<file path="src/spr_pkg.sv">
/*
 spr_pkg: constants, types and helper functions of the setpoint relay control block.
 Assumes a 20 MHz clock and 16-bit linear pressure codes from the measurement chain.
*/
package spr_pkg;
	localparam int CLOCK_HZ = 20_000_000;
	localparam int CYC_PER_MS = CLOCK_HZ / 1000;
	localparam int SHOW_TIME_MS = 5000;
	localparam int SAVE_TIME_MS = 5000;
	localparam int FINE_WINDOW_MS = 1000;
	localparam int REV_MIN_MS = 2000;
	localparam int REV_MAX_MS = 3000;
	localparam int STEP_TIME_MS = 100;
	localparam int ZERO_TIME_MS = 5000;
	localparam int SHOW_CYC = SHOW_TIME_MS * CYC_PER_MS;
	localparam int SAVE_CYC = SAVE_TIME_MS * CYC_PER_MS;
	localparam int FINE_CYC = FINE_WINDOW_MS * CYC_PER_MS;
	localparam int REV_MIN_CYC = REV_MIN_MS * CYC_PER_MS;
	localparam int REV_MAX_CYC = REV_MAX_MS * CYC_PER_MS;
	localparam int STEP_CYC = STEP_TIME_MS * CYC_PER_MS;
	localparam int ZERO_CYC = ZERO_TIME_MS * CYC_PER_MS;
	localparam int TMR_W = 27;
	localparam logic [15:0] RANGE_MIN = 16'h0000;
	localparam logic [15:0] RANGE_MAX = 16'hffff;
	localparam logic [15:0] STEP_COARSE = 16'h0100;
	localparam logic [15:0] STEP_FINE = 16'h0010;
	localparam logic [7:0] HYS_DEFAULT = 8'h0a;
	localparam logic [23:0] HYS_PERCENT = 24'h000064;
	localparam logic [15:0] FACTOR_DEFAULT = 16'h0100;
	localparam int FACTOR_FRAC = 8;
	localparam logic [7:0] OFS_CH_ONE = 8'h00;
	localparam logic [7:0] OFS_CH_TWO = 8'h20;
	localparam logic [7:0] OFS_STATUS = 8'h40;
	localparam logic [7:0] OFS_CMD = 8'h44;
	localparam logic [7:0] OFS_ATM = 8'h48;
	localparam logic [4:0] REG_CTRL = 5'h00;
	localparam logic [4:0] REG_LOW_THR = 5'h04;
	localparam logic [4:0] REG_HIGH_THR = 5'h08;
	localparam logic [4:0] REG_LOW_HYS = 5'h0c;
	localparam logic [4:0] REG_HIGH_HYS = 5'h10;
	localparam logic [4:0] REG_FACTOR = 5'h14;
	localparam int CTRL_LOW_EN = 0;
	localparam int CTRL_HIGH_EN = 1;
	localparam int CTRL_ATM = 2;
	localparam int CMD_ATM_ADJ = 0;
	localparam int ST_RELAY = 0;
	localparam int ST_ZERO = 2;
	localparam int ST_EDIT = 3;

	typedef struct packed {
		logic lowEn;
		logic highEn;
		logic atmMode;
		logic [15:0] lowThr;
		logic [15:0] highThr;
		logic [7:0] lowHys;
		logic [7:0] highHys;
		logic [15:0] factor;
	} spr_chan_cfg_type;

	localparam spr_chan_cfg_type CFG_RESET = '{lowEn: 1'b1, highEn: 1'b0, atmMode: 1'b0,
		lowThr: RANGE_MIN, highThr: RANGE_MIN, lowHys: HYS_DEFAULT, highHys: HYS_DEFAULT,
		factor: FACTOR_DEFAULT};

	typedef struct packed {
		logic setpointChannelOne;
		logic setpointChannelTwo;
		logic zeroAdjustButton;
	} spr_buttons_type;

	typedef enum {BTN_IDLE, BTN_SHOW, BTN_STEP, BTN_WAIT} spr_btn_state_type;

	function automatic logic [15:0] spr_hys_band(input logic [15:0] thr, input logic [7:0] hys);
		logic [23:0] prod;
		prod = thr * hys;
		return 16'(prod / HYS_PERCENT);
	endfunction : spr_hys_band

	function automatic logic [15:0] spr_scale_atm(input logic [15:0] fac, input logic [15:0] atmosphere_relative_setpoint);
		logic [31:0] prod;
		prod = (fac * atmosphere_relative_setpoint) >> FACTOR_FRAC;
		return (prod[31:16] != 16'h0000) ? RANGE_MAX : prod[15:0];
	endfunction : spr_scale_atm

	function automatic logic [15:0] spr_step(input logic [15:0] thr, input logic [15:0] inc,
		input logic up);
		logic [16:0] s;
		s = up ? {1'b0, thr} + {1'b0, inc} : {1'b0, thr} - {1'b0, inc};
		if (up) return (s[16] || s[15:0] > RANGE_MAX) ? RANGE_MAX : s[15:0];
		return (s[16] || s[15:0] < RANGE_MIN) ? RANGE_MIN : s[15:0];
	endfunction : spr_step

	function automatic logic [15:0] spr_merge16(input logic [15:0] old, input logic [15:0] wd,
		input logic [1:0] be);
		return {be[1] ? wd[15:8] : old[15:8], be[0] ? wd[7:0] : old[7:0]};
	endfunction : spr_merge16
endpackage : spr_pkg

</file>
<file path="src/spr_setpoint_relay.sv">
/*
 spr_setpoint_relay: two hysteretic setpoint channels, push-button threshold editing,
 atmosphere-relative thresholds, zero-adjust timing and an Avalon-MM register slave.
 Assumes synchronous button levels (debounced outside) and a persistent store that
 takes a channel's configuration on its save strobe.
*/
`timescale 1ns/1ps
module spr_setpoint_relay #(
	parameter int SHOW_CYCLES = spr_pkg::SHOW_CYC,
	parameter int SAVE_CYCLES = spr_pkg::SAVE_CYC,
	parameter int FINE_CYCLES = spr_pkg::FINE_CYC,
	parameter int REV_MIN_CYCLES = spr_pkg::REV_MIN_CYC,
	parameter int REV_MAX_CYCLES = spr_pkg::REV_MAX_CYC,
	parameter int STEP_CYCLES = spr_pkg::STEP_CYC,
	parameter int ZERO_CYCLES = spr_pkg::ZERO_CYC
) (
	// clock and reset
	input wire logic clock,
	input wire logic rst,
	// avalon-mm slave
	input wire logic [7:0] address,
	input wire logic read,
	input wire logic write,
	input wire logic [31:0] writedata,
	input wire logic [3:0] byteenable,
	output logic [31:0] readdata,
	output logic waitrequest,
	// measurement and buttons
	input wire logic [15:0] pressure,
	input wire logic [15:0] atmPressure,
	input wire spr_pkg::spr_buttons_type buttons,
	// outputs
	output logic [1:0] relay,
	output logic [1:0] indicator,
	output logic [1:0] symbolBlink,
	output logic [15:0] analogValue,
	output logic [1:0] saveStrobe,
	output logic zeroAdjustActive
);
	import spr_pkg::*;

	localparam int TW = TMR_W;

	spr_chan_cfg_type cfg [2];
	spr_btn_state_type st [2];
	logic [TW-1:0] tmr [2];
	logic [TW-1:0] zeroCnt;
	logic [1:0] fine, dirUp, btn, btnPrev, pressEdge, stepNow, editHigh;
	logic [1:0] lowState, highState, next_low, next_high;
	logic [15:0] effLow [2], effHigh [2], shown [2];
	logic [15:0] atmOffset, atmCorr;
	logic [31:0] rdMux;
	logic ack, busWr, zeroPrev;

	assign btn = {buttons.setpointChannelTwo, buttons.setpointChannelOne};
	assign pressEdge = btn & ~btnPrev;
	assign indicator = relay;
	assign atmCorr = 16'(atmPressure + atmOffset);

	// one wait state per access keeps the read mux off the bus critical path
	assign waitrequest = (read | write) & ~ack;
	assign busWr = write & ~waitrequest;

	always_ff @(posedge clock) begin : busAck
		if (rst) begin
			ack <= 1'b0;
		end else begin
			ack <= (read | write) & ~ack;
		end
	end

	function automatic logic chanHit(input logic [7:0] a, input int c);
		return a[7:6] == 2'b00 && a[5] == c[0];
	endfunction : chanHit

	always_comb begin : readMux
		rdMux = '0;
		if (address == OFS_STATUS) begin
			rdMux[ST_RELAY +: 2] = relay;
			rdMux[ST_ZERO] = zeroAdjustActive;
			rdMux[ST_EDIT +: 2] = symbolBlink;
		end else if (address == OFS_ATM) begin
			rdMux[15:0] = atmCorr;
		end else if (address[7:6] == 2'b00) begin
			unique case (address[4:0])
				REG_CTRL: rdMux[2:0] = {cfg[address[5]].atmMode, cfg[address[5]].highEn,
					cfg[address[5]].lowEn};
				REG_LOW_THR: rdMux[15:0] = cfg[address[5]].lowThr;
				REG_HIGH_THR: rdMux[15:0] = cfg[address[5]].highThr;
				REG_LOW_HYS: rdMux[7:0] = cfg[address[5]].lowHys;
				REG_HIGH_HYS: rdMux[7:0] = cfg[address[5]].highHys;
				REG_FACTOR: rdMux[15:0] = cfg[address[5]].factor;
				default: rdMux = '0;
			endcase
		end
	end

	always_ff @(posedge clock) begin : readReg
		if (rst) begin
			readdata <= '0;
		end else if (read && !ack) begin
			readdata <= rdMux;
		end
	end

	// configuration: bus writes first, button effects after so they win the same cycle
	always_ff @(posedge clock) begin : cfgRegs
		if (rst) begin
			for (int c = 0; c < 2; c++) begin
				cfg[c] <= CFG_RESET;
			end
		end else begin
			for (int c = 0; c < 2; c++) begin
				if (busWr && chanHit(address, c)) begin
					unique case (address[4:0])
						REG_CTRL: if (byteenable[0]) begin
							cfg[c].lowEn <= writedata[CTRL_LOW_EN];
							cfg[c].highEn <= writedata[CTRL_HIGH_EN];
							cfg[c].atmMode <= writedata[CTRL_ATM];
						end
						REG_LOW_THR: cfg[c].lowThr <= spr_merge16(cfg[c].lowThr,
							writedata[15:0], byteenable[1:0]);
						REG_HIGH_THR: cfg[c].highThr <= spr_merge16(cfg[c].highThr,
							writedata[15:0], byteenable[1:0]);
						REG_LOW_HYS: if (byteenable[0]) cfg[c].lowHys <= writedata[7:0];
						REG_HIGH_HYS: if (byteenable[0]) cfg[c].highHys <= writedata[7:0];
						REG_FACTOR: cfg[c].factor <= spr_merge16(cfg[c].factor,
							writedata[15:0], byteenable[1:0]);
						default: ;
					endcase
				end
				if (pressEdge[c] && st[c] == BTN_IDLE && !cfg[c].atmMode) begin
					cfg[c].lowHys <= HYS_DEFAULT;
					cfg[c].highHys <= HYS_DEFAULT;
				end
				if (stepNow[c]) begin
					if (editHigh[c]) begin
						cfg[c].highThr <= spr_step(cfg[c].highThr,
							fine[c] ? STEP_FINE : STEP_COARSE, dirUp[c]);
					end else begin
						cfg[c].lowThr <= spr_step(cfg[c].lowThr,
							fine[c] ? STEP_FINE : STEP_COARSE, dirUp[c]);
					end
				end
			end
		end
	end

	always_comb begin : effective
		for (int c = 0; c < 2; c++) begin
			editHigh[c] = cfg[c].highEn && !cfg[c].lowEn;
			effLow[c] = cfg[c].atmMode ? spr_scale_atm(cfg[c].factor, atmCorr)
				: cfg[c].lowThr;
			effHigh[c] = cfg[c].atmMode ? spr_scale_atm(cfg[c].factor, atmCorr)
				: cfg[c].highThr;
			shown[c] = cfg[c].atmMode ? cfg[c].factor
				: (editHigh[c] ? cfg[c].highThr : cfg[c].lowThr);
			stepNow[c] = st[c] == BTN_STEP && btn[c] && !cfg[c].atmMode
				&& tmr[c] == TW'(STEP_CYCLES - 1);
		end
	end

	// each trip half keeps its own state so combined mode keeps both hystereses
	always_comb begin : tripEval
		for (int c = 0; c < 2; c++) begin
			next_low[c] = lowState[c];
			next_high[c] = highState[c];
			if (pressure < effLow[c]) begin
				next_low[c] = 1'b1;
			end else if ({1'b0, pressure} > {1'b0, effLow[c]}
				+ {1'b0, spr_hys_band(effLow[c], cfg[c].lowHys)}) begin
				next_low[c] = 1'b0;
			end
			if (pressure > effHigh[c]) begin
				next_high[c] = 1'b1;
			end else if ({1'b0, pressure} + {1'b0, spr_hys_band(effHigh[c], cfg[c].highHys)}
				< {1'b0, effHigh[c]}) begin
				next_high[c] = 1'b0;
			end
		end
	end

	always_ff @(posedge clock) begin : relayRegs
		if (rst) begin
			lowState <= '0;
			highState <= '0;
			relay <= '0;
		end else begin
			lowState <= next_low;
			highState <= next_high;
			for (int c = 0; c < 2; c++) begin
				relay[c] <= (cfg[c].lowEn & next_low[c]) | (cfg[c].highEn & next_high[c]);
			end
		end
	end

	always_ff @(posedge clock) begin : buttonFsm
		if (rst) begin
			btnPrev <= '0;
			fine <= '0;
			dirUp <= '1;
			saveStrobe <= '0;
			for (int c = 0; c < 2; c++) begin
				st[c] <= BTN_IDLE;
				tmr[c] <= '0;
			end
		end else begin
			btnPrev <= btn;
			for (int c = 0; c < 2; c++) begin
				saveStrobe[c] <= 1'b0;
				unique case (st[c])
					BTN_IDLE: begin
						tmr[c] <= '0;
						fine[c] <= 1'b0;
						dirUp[c] <= 1'b1;
						if (pressEdge[c]) st[c] <= BTN_SHOW;
					end
					BTN_SHOW: begin
						tmr[c] <= tmr[c] + 1'b1;
						if (!btn[c]) begin
							st[c] <= BTN_WAIT;
							tmr[c] <= '0;
						end else if (tmr[c] == TW'(SHOW_CYCLES - 1)) begin
							st[c] <= BTN_STEP;
							tmr[c] <= '0;
						end
					end
					BTN_STEP: begin
						tmr[c] <= tmr[c] + 1'b1;
						if (!btn[c]) begin
							st[c] <= BTN_WAIT;
							tmr[c] <= '0;
						end else if (tmr[c] == TW'(STEP_CYCLES - 1)) begin
							tmr[c] <= '0;
						end
					end
					BTN_WAIT: begin
						tmr[c] <= tmr[c] + 1'b1;
						if (pressEdge[c]) begin
							st[c] <= BTN_STEP;
							tmr[c] <= '0;
							if (tmr[c] < TW'(FINE_CYCLES)) begin
								fine[c] <= 1'b1;
							end else if (tmr[c] >= TW'(REV_MIN_CYCLES)
								&& tmr[c] < TW'(REV_MAX_CYCLES)) begin
								dirUp[c] <= ~dirUp[c];
							end
						end else if (tmr[c] == TW'(SAVE_CYCLES - 1)) begin
							st[c] <= BTN_IDLE;
							saveStrobe[c] <= 1'b1;
						end
					end
				endcase
			end
		end
	end

	always_ff @(posedge clock) begin : displayRegs
		if (rst) begin
			analogValue <= '0;
			symbolBlink <= '0;
		end else begin
			for (int c = 0; c < 2; c++) begin
				symbolBlink[c] <= st[c] != BTN_IDLE;
			end
			// channel one wins if both are active; the output is a single value
			if (st[0] != BTN_IDLE) analogValue <= shown[0];
			else if (st[1] != BTN_IDLE) analogValue <= shown[1];
			else analogValue <= pressure;
		end
	end

	always_ff @(posedge clock) begin : zeroAdjust
		if (rst) begin
			zeroPrev <= 1'b0;
			zeroAdjustActive <= 1'b0;
			zeroCnt <= '0;
		end else begin
			zeroPrev <= buttons.zeroAdjustButton;
			if (!zeroAdjustActive) begin
				zeroCnt <= '0;
				if (buttons.zeroAdjustButton && !zeroPrev) zeroAdjustActive <= 1'b1;
			end else if (zeroCnt == TW'(ZERO_CYCLES - 1)) begin
				zeroAdjustActive <= 1'b0;
			end else begin
				zeroCnt <= zeroCnt + 1'b1;
			end
		end
	end

	// the offset aligns the atmosphere sensor to the main sensor at the moment of the command
	always_ff @(posedge clock) begin : atmAdjust
		if (rst) begin
			atmOffset <= '0;
		end else if (busWr && address == OFS_CMD && byteenable[0] && writedata[CMD_ATM_ADJ]) begin
			atmOffset <= 16'(pressure - atmPressure);
		end
	end
	property p_lowTrip;
		@(posedge clock) disable iff (rst)
		cfg[0].lowEn && !cfg[0].highEn && pressure < effLow[0] |=> relay[0];
	endproperty
	a_lowTrip: assert property (p_lowTrip) else $error("low trip relay not energized");
	property p_highTrip;
		@(posedge clock) disable iff (rst)
		cfg[1].highEn && pressure > effHigh[1] |=> relay[1] && indicator[1];
	endproperty
	a_highTrip: assert property (p_highTrip) else $error("high trip relay not energized");
	property p_hold;
		@(posedge clock) disable iff (rst)
		lowState[0] && pressure >= effLow[0] && pressure <= effLow[0]
			+ spr_hys_band(effLow[0], cfg[0].lowHys) && !cfg[0].lowHys[7] |=> lowState[0];
	endproperty
	a_hold: assert property (p_hold) else $error("relay released inside hysteresis");
	property p_resetCfg;
		@(posedge clock) rst |=> cfg[0].lowEn && !cfg[0].highEn && cfg[1].lowThr == RANGE_MIN;
	endproperty
	a_resetCfg: assert property (p_resetCfg) else $error("reset configuration wrong");
	property p_showValue;
		@(posedge clock) disable iff (rst)
		st[0] != BTN_IDLE |=> analogValue == $past(shown[0]);
	endproperty
	a_showValue: assert property (p_showValue) else $error("threshold not shown");
	property p_save;
		@(posedge clock) disable iff (rst)
		st[1] == BTN_WAIT && !pressEdge[1] && tmr[1] == TW'(SAVE_CYCLES - 1)
			|=> saveStrobe[1] && st[1] == BTN_IDLE ##1 !saveStrobe[1];
	endproperty
	a_save: assert property (p_save) else $error("save after release missing");
	property p_zero;
		@(posedge clock) disable iff (rst)
		$rose(buttons.zeroAdjustButton) && !zeroAdjustActive |=> zeroAdjustActive[*8];
	endproperty
	a_zero: assert property (p_zero) else $error("zero adjust did not start");
	property p_atmLocked;
		@(posedge clock) disable iff (rst)
		cfg[1].atmMode && !busWr |=> $stable(cfg[1].lowThr) && $stable(cfg[1].highThr);
	endproperty
	a_atmLocked: assert property (p_atmLocked) else $error("button changed relative setpoint");
	property p_hysRestore;
		@(posedge clock) disable iff (rst)
		pressEdge[0] && st[0] == BTN_IDLE && !cfg[0].atmMode |=> cfg[0].lowHys == HYS_DEFAULT;
	endproperty
	a_hysRestore: assert property (p_hysRestore) else $error("hysteresis not restored");
endmodule : spr_setpoint_relay

</file>
<file path="config.mk">
export PLATFORM = sky130hd
export DESIGN_NAME = spr_setpoint_relay
export DESIGN_NICKNAME = d
export VERILOG_FILES = /design/src/spr_pkg.sv /design/src/spr_setpoint_relay.sv
export SDC_FILE = /design/constraint.sdc
export NUM_CORES = 2
export LEC_CHECK = 0
export BUFFER_PORTS_ARGS = -buffer_cell sky130_fd_sc_hd__buf_2
export CAP_MARGIN = 20
export CORE_MARGIN = 2
export CORE_UTILIZATION = 35
export DETAILED_ROUTE_END_ITERATION = 10
export PLACE_DENSITY = 0.5
export SLEW_MARGIN = 20
export SYNTH_ARGS = -nofsm -noshare
export SYNTH_HDL_FRONTEND = slang
export SYNTH_SLANG_ARGS = --single-unit
</file>
<file path="constraint.sdc">
create_clock -name clock -period 37.7 [get_ports clock]
set_input_delay 1.885 -clock clock [delete_from_list [all_inputs] [get_ports clock]]
set_output_delay 1.885 -clock clock [all_outputs]
set_load 0.02 [all_outputs]
</file>
# --- Word-level counts from Yosys, hierarchy flattened ---
# Memories as Yosys holds them, arrays and structs flattened.
# Index checks and enable logic that the tools add are counted.
totals:
  elab_cells: 529
  ram_bits: 192
  mem_count: 3
  ff_bits: 110
  inputBits: 83
classes:
  n_eq_ne: 29
  bitwise: 71
  n_mux: 306
  n_lt_le_gt_ge: 22
  n_addsub: 17
  reduce_logical: 54
  mul: 6
  n_div: 4
mem_list:
  columns: ["name", "depth", "word_bits", "read_ports", "rd_clocked_by_memory_dff", "write_ports", "line", "rtl"]
  rows:
  - ["cfg", 2, 67, 3, 0, 2, "spr_setpoint_relay.sv:44", "spr_chan_cfg_type cfg [2];"]
  - ["tmr", 2, 27, 2, 0, 2, "spr_setpoint_relay.sv:46", "logic [TW-1:0] tmr [2];"]
  - ["st", 2, 2, 2, 0, 2, "spr_setpoint_relay.sv:45", "spr_btn_state_type st [2];"]
ops:
  columns: ["cell", "count"]
  rows:
  - ["two-way mux 16 bit", 53]
  - ["two-way mux 27 bit", 19]
  - ["two-way mux 1 bit", 188]
  - ["two-way mux 8 bit", 20]
  - ["== test 32 x 2 -> 1 bit, second input constant", 4]
  - ["zero test 32 bit", 4]
  - ["adder 16 x 16 -> 17 bit", 6]
  - ["divider 24 x 7 -> 24 bit, second input constant", 4]
  - ["multiplier 16 x 8 -> 24 bit", 4]
  - ["adder 27 x 1 -> 27 bit, second input constant", 3]
  - ["== test 27 bit, second input constant", 3]
  - ["two-way mux 17 bit", 4]
  - ["== test 32 x 1 -> 1 bit, second input constant", 2]
  - ["== test 32 x 3 -> 1 bit, second input constant", 2]
  - ["> comparator 16 bit, second input constant", 4]
  - ["less-than comparator 16 x 1 -> 1 bit, second input constant", 4]
  - ["multiplier 16 x 16 -> 32 bit", 2]
  - ["nonzero test 32 bit", 2]
  - ["bitwise OR 1 bit", 57]
  - ["== test 27 x 21 -> 1 bit, second input constant", 2]
  - [">= comparator 27 x 26 -> 1 bit, second input constant", 2]
  - ["less-than comparator 27 x 25 -> 1 bit, second input constant", 2]
  - ["less-than comparator 27 x 26 -> 1 bit, second input constant", 2]
  - ["adder 16 x 9 -> 17 bit", 2]
  - ["34 further kinds", 114]

# --- Depth between registers and ports, before layout ---
# An unclocked memory read counts as a cell.
logic_depth:
  ltp_word: 14
  ltp_mapped: 145

# --- Least setup slack after synthesis ---
# OpenSTA, ideal clock, no wires.
synth_timing:
  path_type: "in2reg"
  startpoint: "input port atmPressure[1]"
  endpoint: "register relay[1], in the netlist indicator[1]"
  stages: 129
  setup_slack_ns: 7.587
  required_ns: 37.583
  setup_ns: 0.117
  arrival_time_ns: 29.996
  path_cell_list: "ha_1 > a21o_1 > a21oi_1 > o21bai_1 > a21oi_1 > o21bai_1 > a21oi_1 > o21bai_1 > a21oi_1 > o21bai_1 > a21oi_1 > o21bai_1 > a21oi_1 > o21bai_1 > a21oi_1 > xnor2_1 > clkbuf_1 > nand2_1 > [... 93 more ...] > o21ai_0 > a21oi_1 > o21ai_0 > a21oi_1 > o21ai_0 > a21o_1 > nand2_1 > a21oi_1 > o21ai_0 > nand2b_1 > xnor2_1 > ha_1 > o21ai_0 > nand2b_1 > a21oi_1 > o41ai_1 > a21oi_1 > a22o_1"
synth_between:
  elab_chain_len: 13
  word_cells_on_any_way: 23
  classes_between: "add/sub (3); mul (3); div (2); order compare (4); mux (7); bitwise (3); reduce/logical (1)"
synth_lines:
  columns: ["element", "line", "rtl"]
  rows:
  - ["start: declaration", "spr_setpoint_relay.sv:30", "input wire logic [15:0] atmPressure,"]
  - ["adder 16 bit *", "spr_setpoint_relay.sv:58", "assign atmCorr = 16'(atmPressure + atmOffset);"]
  - ["multiplier 16 x 16 -> 32 bit *", "spr_pkg.sv:81", "prod = (fac * atmosphere_relative_setpoint) >> FACTOR_FRAC;"]
  - ["nonzero test 16 bit", "spr_pkg.sv:82", "return (prod[31:16] != 16'h0000) ? RANGE_MAX : prod[15:0];"]
  - ["two-way mux 16 bit *", "spr_pkg.sv:82", null]
  - ["two-way mux 16 bit (on tied branches)", "spr_setpoint_relay.sv:152, spr_setpoint_relay.sv:154", null]
  - ["multiplier 16 x 8 -> 24 bit", "spr_pkg.sv:75", "prod = thr * hys;"]
  - ["divider 24 x 7 -> 24 bit", "spr_pkg.sv:76", "return 16'(prod / HYS_PERCENT);"]
  - ["adder 16 x 16 -> 17 bit (on tied branches)", "spr_setpoint_relay.sv:171, spr_setpoint_relay.sv:176", null]
  - ["> comparator 16 x 17 -> 1 bit / less-than comparator 17 x 16 -> 1 bit (equally long branches)", "spr_setpoint_relay.sv:170, spr_setpoint_relay.sv:177", null]
  - ["two-way mux 1 bit (on tied branches)", "spr_setpoint_relay.sv:170, spr_setpoint_relay.sv:176", null]
  - ["two-way mux 1 bit (on tied branches)", "spr_setpoint_relay.sv:168, spr_setpoint_relay.sv:174", null]
  - ["AND 1 bit", "spr_setpoint_relay.sv:192", "relay[c] <= (cfg[c].lowEn & next_low[c]) | (cfg[c].highEn & next_high[c]);"]
  - ["bitwise OR 1 bit *", "spr_setpoint_relay.sv:192", null]
  - ["end signal: indexed assignment", "spr_setpoint_relay.sv:192", null]
  - ["end: declaration", "spr_setpoint_relay.sv:33", "output logic [1:0] relay,"]
# Mark *: on every way between the ends. The rest lies on a longest branch, timed or not.
# A chain may end at the register's enable or synchronous reset.

# --- Worst setup path after layout ---
layout_timing:
  startpoint: "input port atmPressure[0]"
  endpoint: "register relay[1], in the netlist indicator[1]"
# Same word-level chain as after synthesis.

==> metrics <==
Critical Path Max Stage Delay=0.69 ns; CORE AREA=200,000 um2; total gr overflow=0; Synth top area share=0.207; Rows=164; DR pass1 iterations=5; H-tree levels=2; layout cells sized above 1=0.0676; Post-Synth Adder-Cell Area=0.327; Worst setup EP type=flop; R2R Path Start=atmOffset[1]; CP arrival=35.92 ns; Max Slew Vio Count=0; Buf+Inv Stages, Crit Path=9; Unique masters post-synth=138; worst slew pin tran=1.13 ns; max_slew headroom=0.244; total number of vias=63,300; gpl congestion=0.909; synth top area cells=fa_1 (21%), ha_1 (11%), edfxtp_1 (8.2%); Ys Warns=0; hold path start=atmOffset[4]; mux contribution to synthesized area=0.0266; Tcrit/Tclk final=0.940; most frequent cell after synthesis=inv_1; Peak Freq=28.2 MHz; Synth area leader=fa_1; CP Launch Type=input pin; Mean Syn Cell Area=8.10 um2; die area=206,000 um2; CTS Root Cell=clkbuf_16; CP max stage cell=or4_1; CP delay by family, top=compound AO/OA/AOI/OAI gates; final hold vios=0; Simple-Gate Fraction of Synth Area=0.219; port buffer count=106; synthesized instance count=8,726; Req. time, crit path=38.18 ns; RSZ-0062 raised after global routing=no; # Max-Cap Violations=0; number of synthesized register bits=286; # IOs=141; Clock Skews=0.0409 ns; Final ANT Viol Nets=0; Reg2Reg Capture Point=indicator[1]; hold path depth=2; Nets=10,200; CTS tree=yes; Global Route Usage Sum=0.225; Die X=453 um; first-pass GRT wire length=368,000 um; Die Ht=453 um; pin count of the biggest net entering global routing=71; Seq/Total Area, Yosys=0.108; Iter 0 DRT Violations=4,451; Initial Utilization=0.353; xor and xnor area share after synthesis=0.0495; final WL=233,000 um; compound-cell area share of the yosys netlist=0.195; pre-CTS WS=1.20 ns; worst setup margin=2.25 ns; Final TNS setup=0 ns; Avg WL per Cell=20.5 um; clk slew on worst S/H paths=0.06 ns; endpoint of the worst hold path=atmOffset[4]; post-route minimum period=35.45 ns; Placement Cell Area=74,400 um2; maximum fanout along the worst path=27; Num CTS Buffers=37; Synth top cells by count=inv_1 (1,020), nand2_1 (780), fa_1 (732); DP HPWL=181,000 um; DRC viols=0; beginning of the critical path=atmPressure[0]; number of global-route vias before repair=62,900; status=finished clean; Reg2Reg Depth=127; Crit path top cell by count=a21oi_1; post-cts hold buffer count=0; Clk Latency, worst-skew pair=0.60 ns; main combinational cell family by area after synthesis=adder cells; post-DR vias/cell=5.55; P&R area growth vs syn=7.40%; synthesized area=70,700 um2; Top FF cell, synth=edfxtp_1; clk buf depth=3; Hold Slack=0.458 ns; initial antenna violation count=22; CTS Sinks=286; final setup vio count=0; EDFF count, synth=192; Synth async-reset ratio=0; WS Path Type=in -> reg; R2R Setup Slk=3.40 ns; min-delay worst type=reg -> reg; final instance area=75,900 um2
## stage by stage
stage	instances	utilization
global route	11400	0.379
global placement	11300	0.371
finish	11400	0.379
floorplan	8794	-
CTS	11400	0.378
detailed placement	11300	0.372
## cell families after synthesis
logic type | count (synthesis)
compound gates | 1992
flops | 286
xor+xnor | 398
simple gates | 3075
buf+inv | 1380
fa+ha+maj | 1414
mux | 179
other cells | 2
## worst max-delay path by stage
stage                               to  slack, ns  depth (start not counted)
after floorplan           indicator[1]       7.59                        129
final                     indicator[1]       2.25                        128
after CTS                 indicator[0]       1.59                        130
after detailed placement  indicator[0]       1.20                        130
after global placement    indicator[0]       1.46                        130
after global routing      indicator[1]       0.03                        130
## registers in the layout, indices dropped and copies added, names as in the netlist, 4 cells and up
signal and cells:
analogValue 16, atmOffset 16, cfg 134, readdata 16, st 4, tmr 54, zeroCnt 27
## worst register-to-register path: cells and delay by family, from the launching register on
| family | cells | cell delay (ns) |
|---|---|---|
| AO/OA/AOI/OAI | 81 | 19.76 |
| adder cells (fa/ha/maj) | 16 | 7.05 |
| AND/OR/NAND/NOR | 16 | 4.53 |
| buffers and inverters | 8 | 1.03 |
| XOR/XNOR | 4 | 0.72 |
| multiplexers | 2 | 0.71 |
| flip-flops | 1 | 0.38 |
## what timing repair did
item / 4_1_cts / 5_1_grt
setup endpoints to repair: 0 / 6
gates resized for setup: 0 / 59
buffers inserted: 0 / 4
## layout make-up
cell class / count / area, um2
clock inverters: 23 / 208
well taps: 2656 / 3320
inverters: 1023 / 3840
flip-flops and latches: 286 / 7650
fillers: 20900 / 124000
repair buffers: 235 / 1510
diodes: 5 / 12.5
clock buffers: 45 / 1020
multi-input cells: 7128 / 58300
## routing by layer
layer / part of all wire / track usage
met3: 0.055 / 0.0244
met4: 0.033 / 0.0682
met5: 0.00014 / 0
met2: 0.45 / 0.365
met1: 0.46 / 0.314
## layout by cell type, fill, tap and decap left out, drive strengths merged, types with 75 or more instances in the layout
| cell type | synthesis | routed |
|---|---|---|
| nand4 | 96 | 96 |
| dfxtp | 94 | 94 |
| and2 | 714 | 714 |
| nand2 | 780 | 780 |
| edfxtp | 192 | 192 |
| o21bai | 83 | 83 |
| nor3 | 169 | 169 |
| a211oi | 99 | 99 |
| a21oi | 510 | 510 |
| xnor2 | 260 | 260 |
| ha | 649 | 649 |
| nand2b | 75 | 75 |
| nand3 | 204 | 204 |
| fa | 732 | 732 |
| a21o | 140 | 140 |
| nor2 | 667 | 667 |
| xor2 | 137 | 137 |
| inv | 1022 | 1029 |
| mux2i | 128 | 128 |
| buf | 70 | 235 |
| o21ai | 355 | 355 |
Power is not shown: default switching activity piles up to over one toggle a cycle in this logic, so the estimate is an artifact.
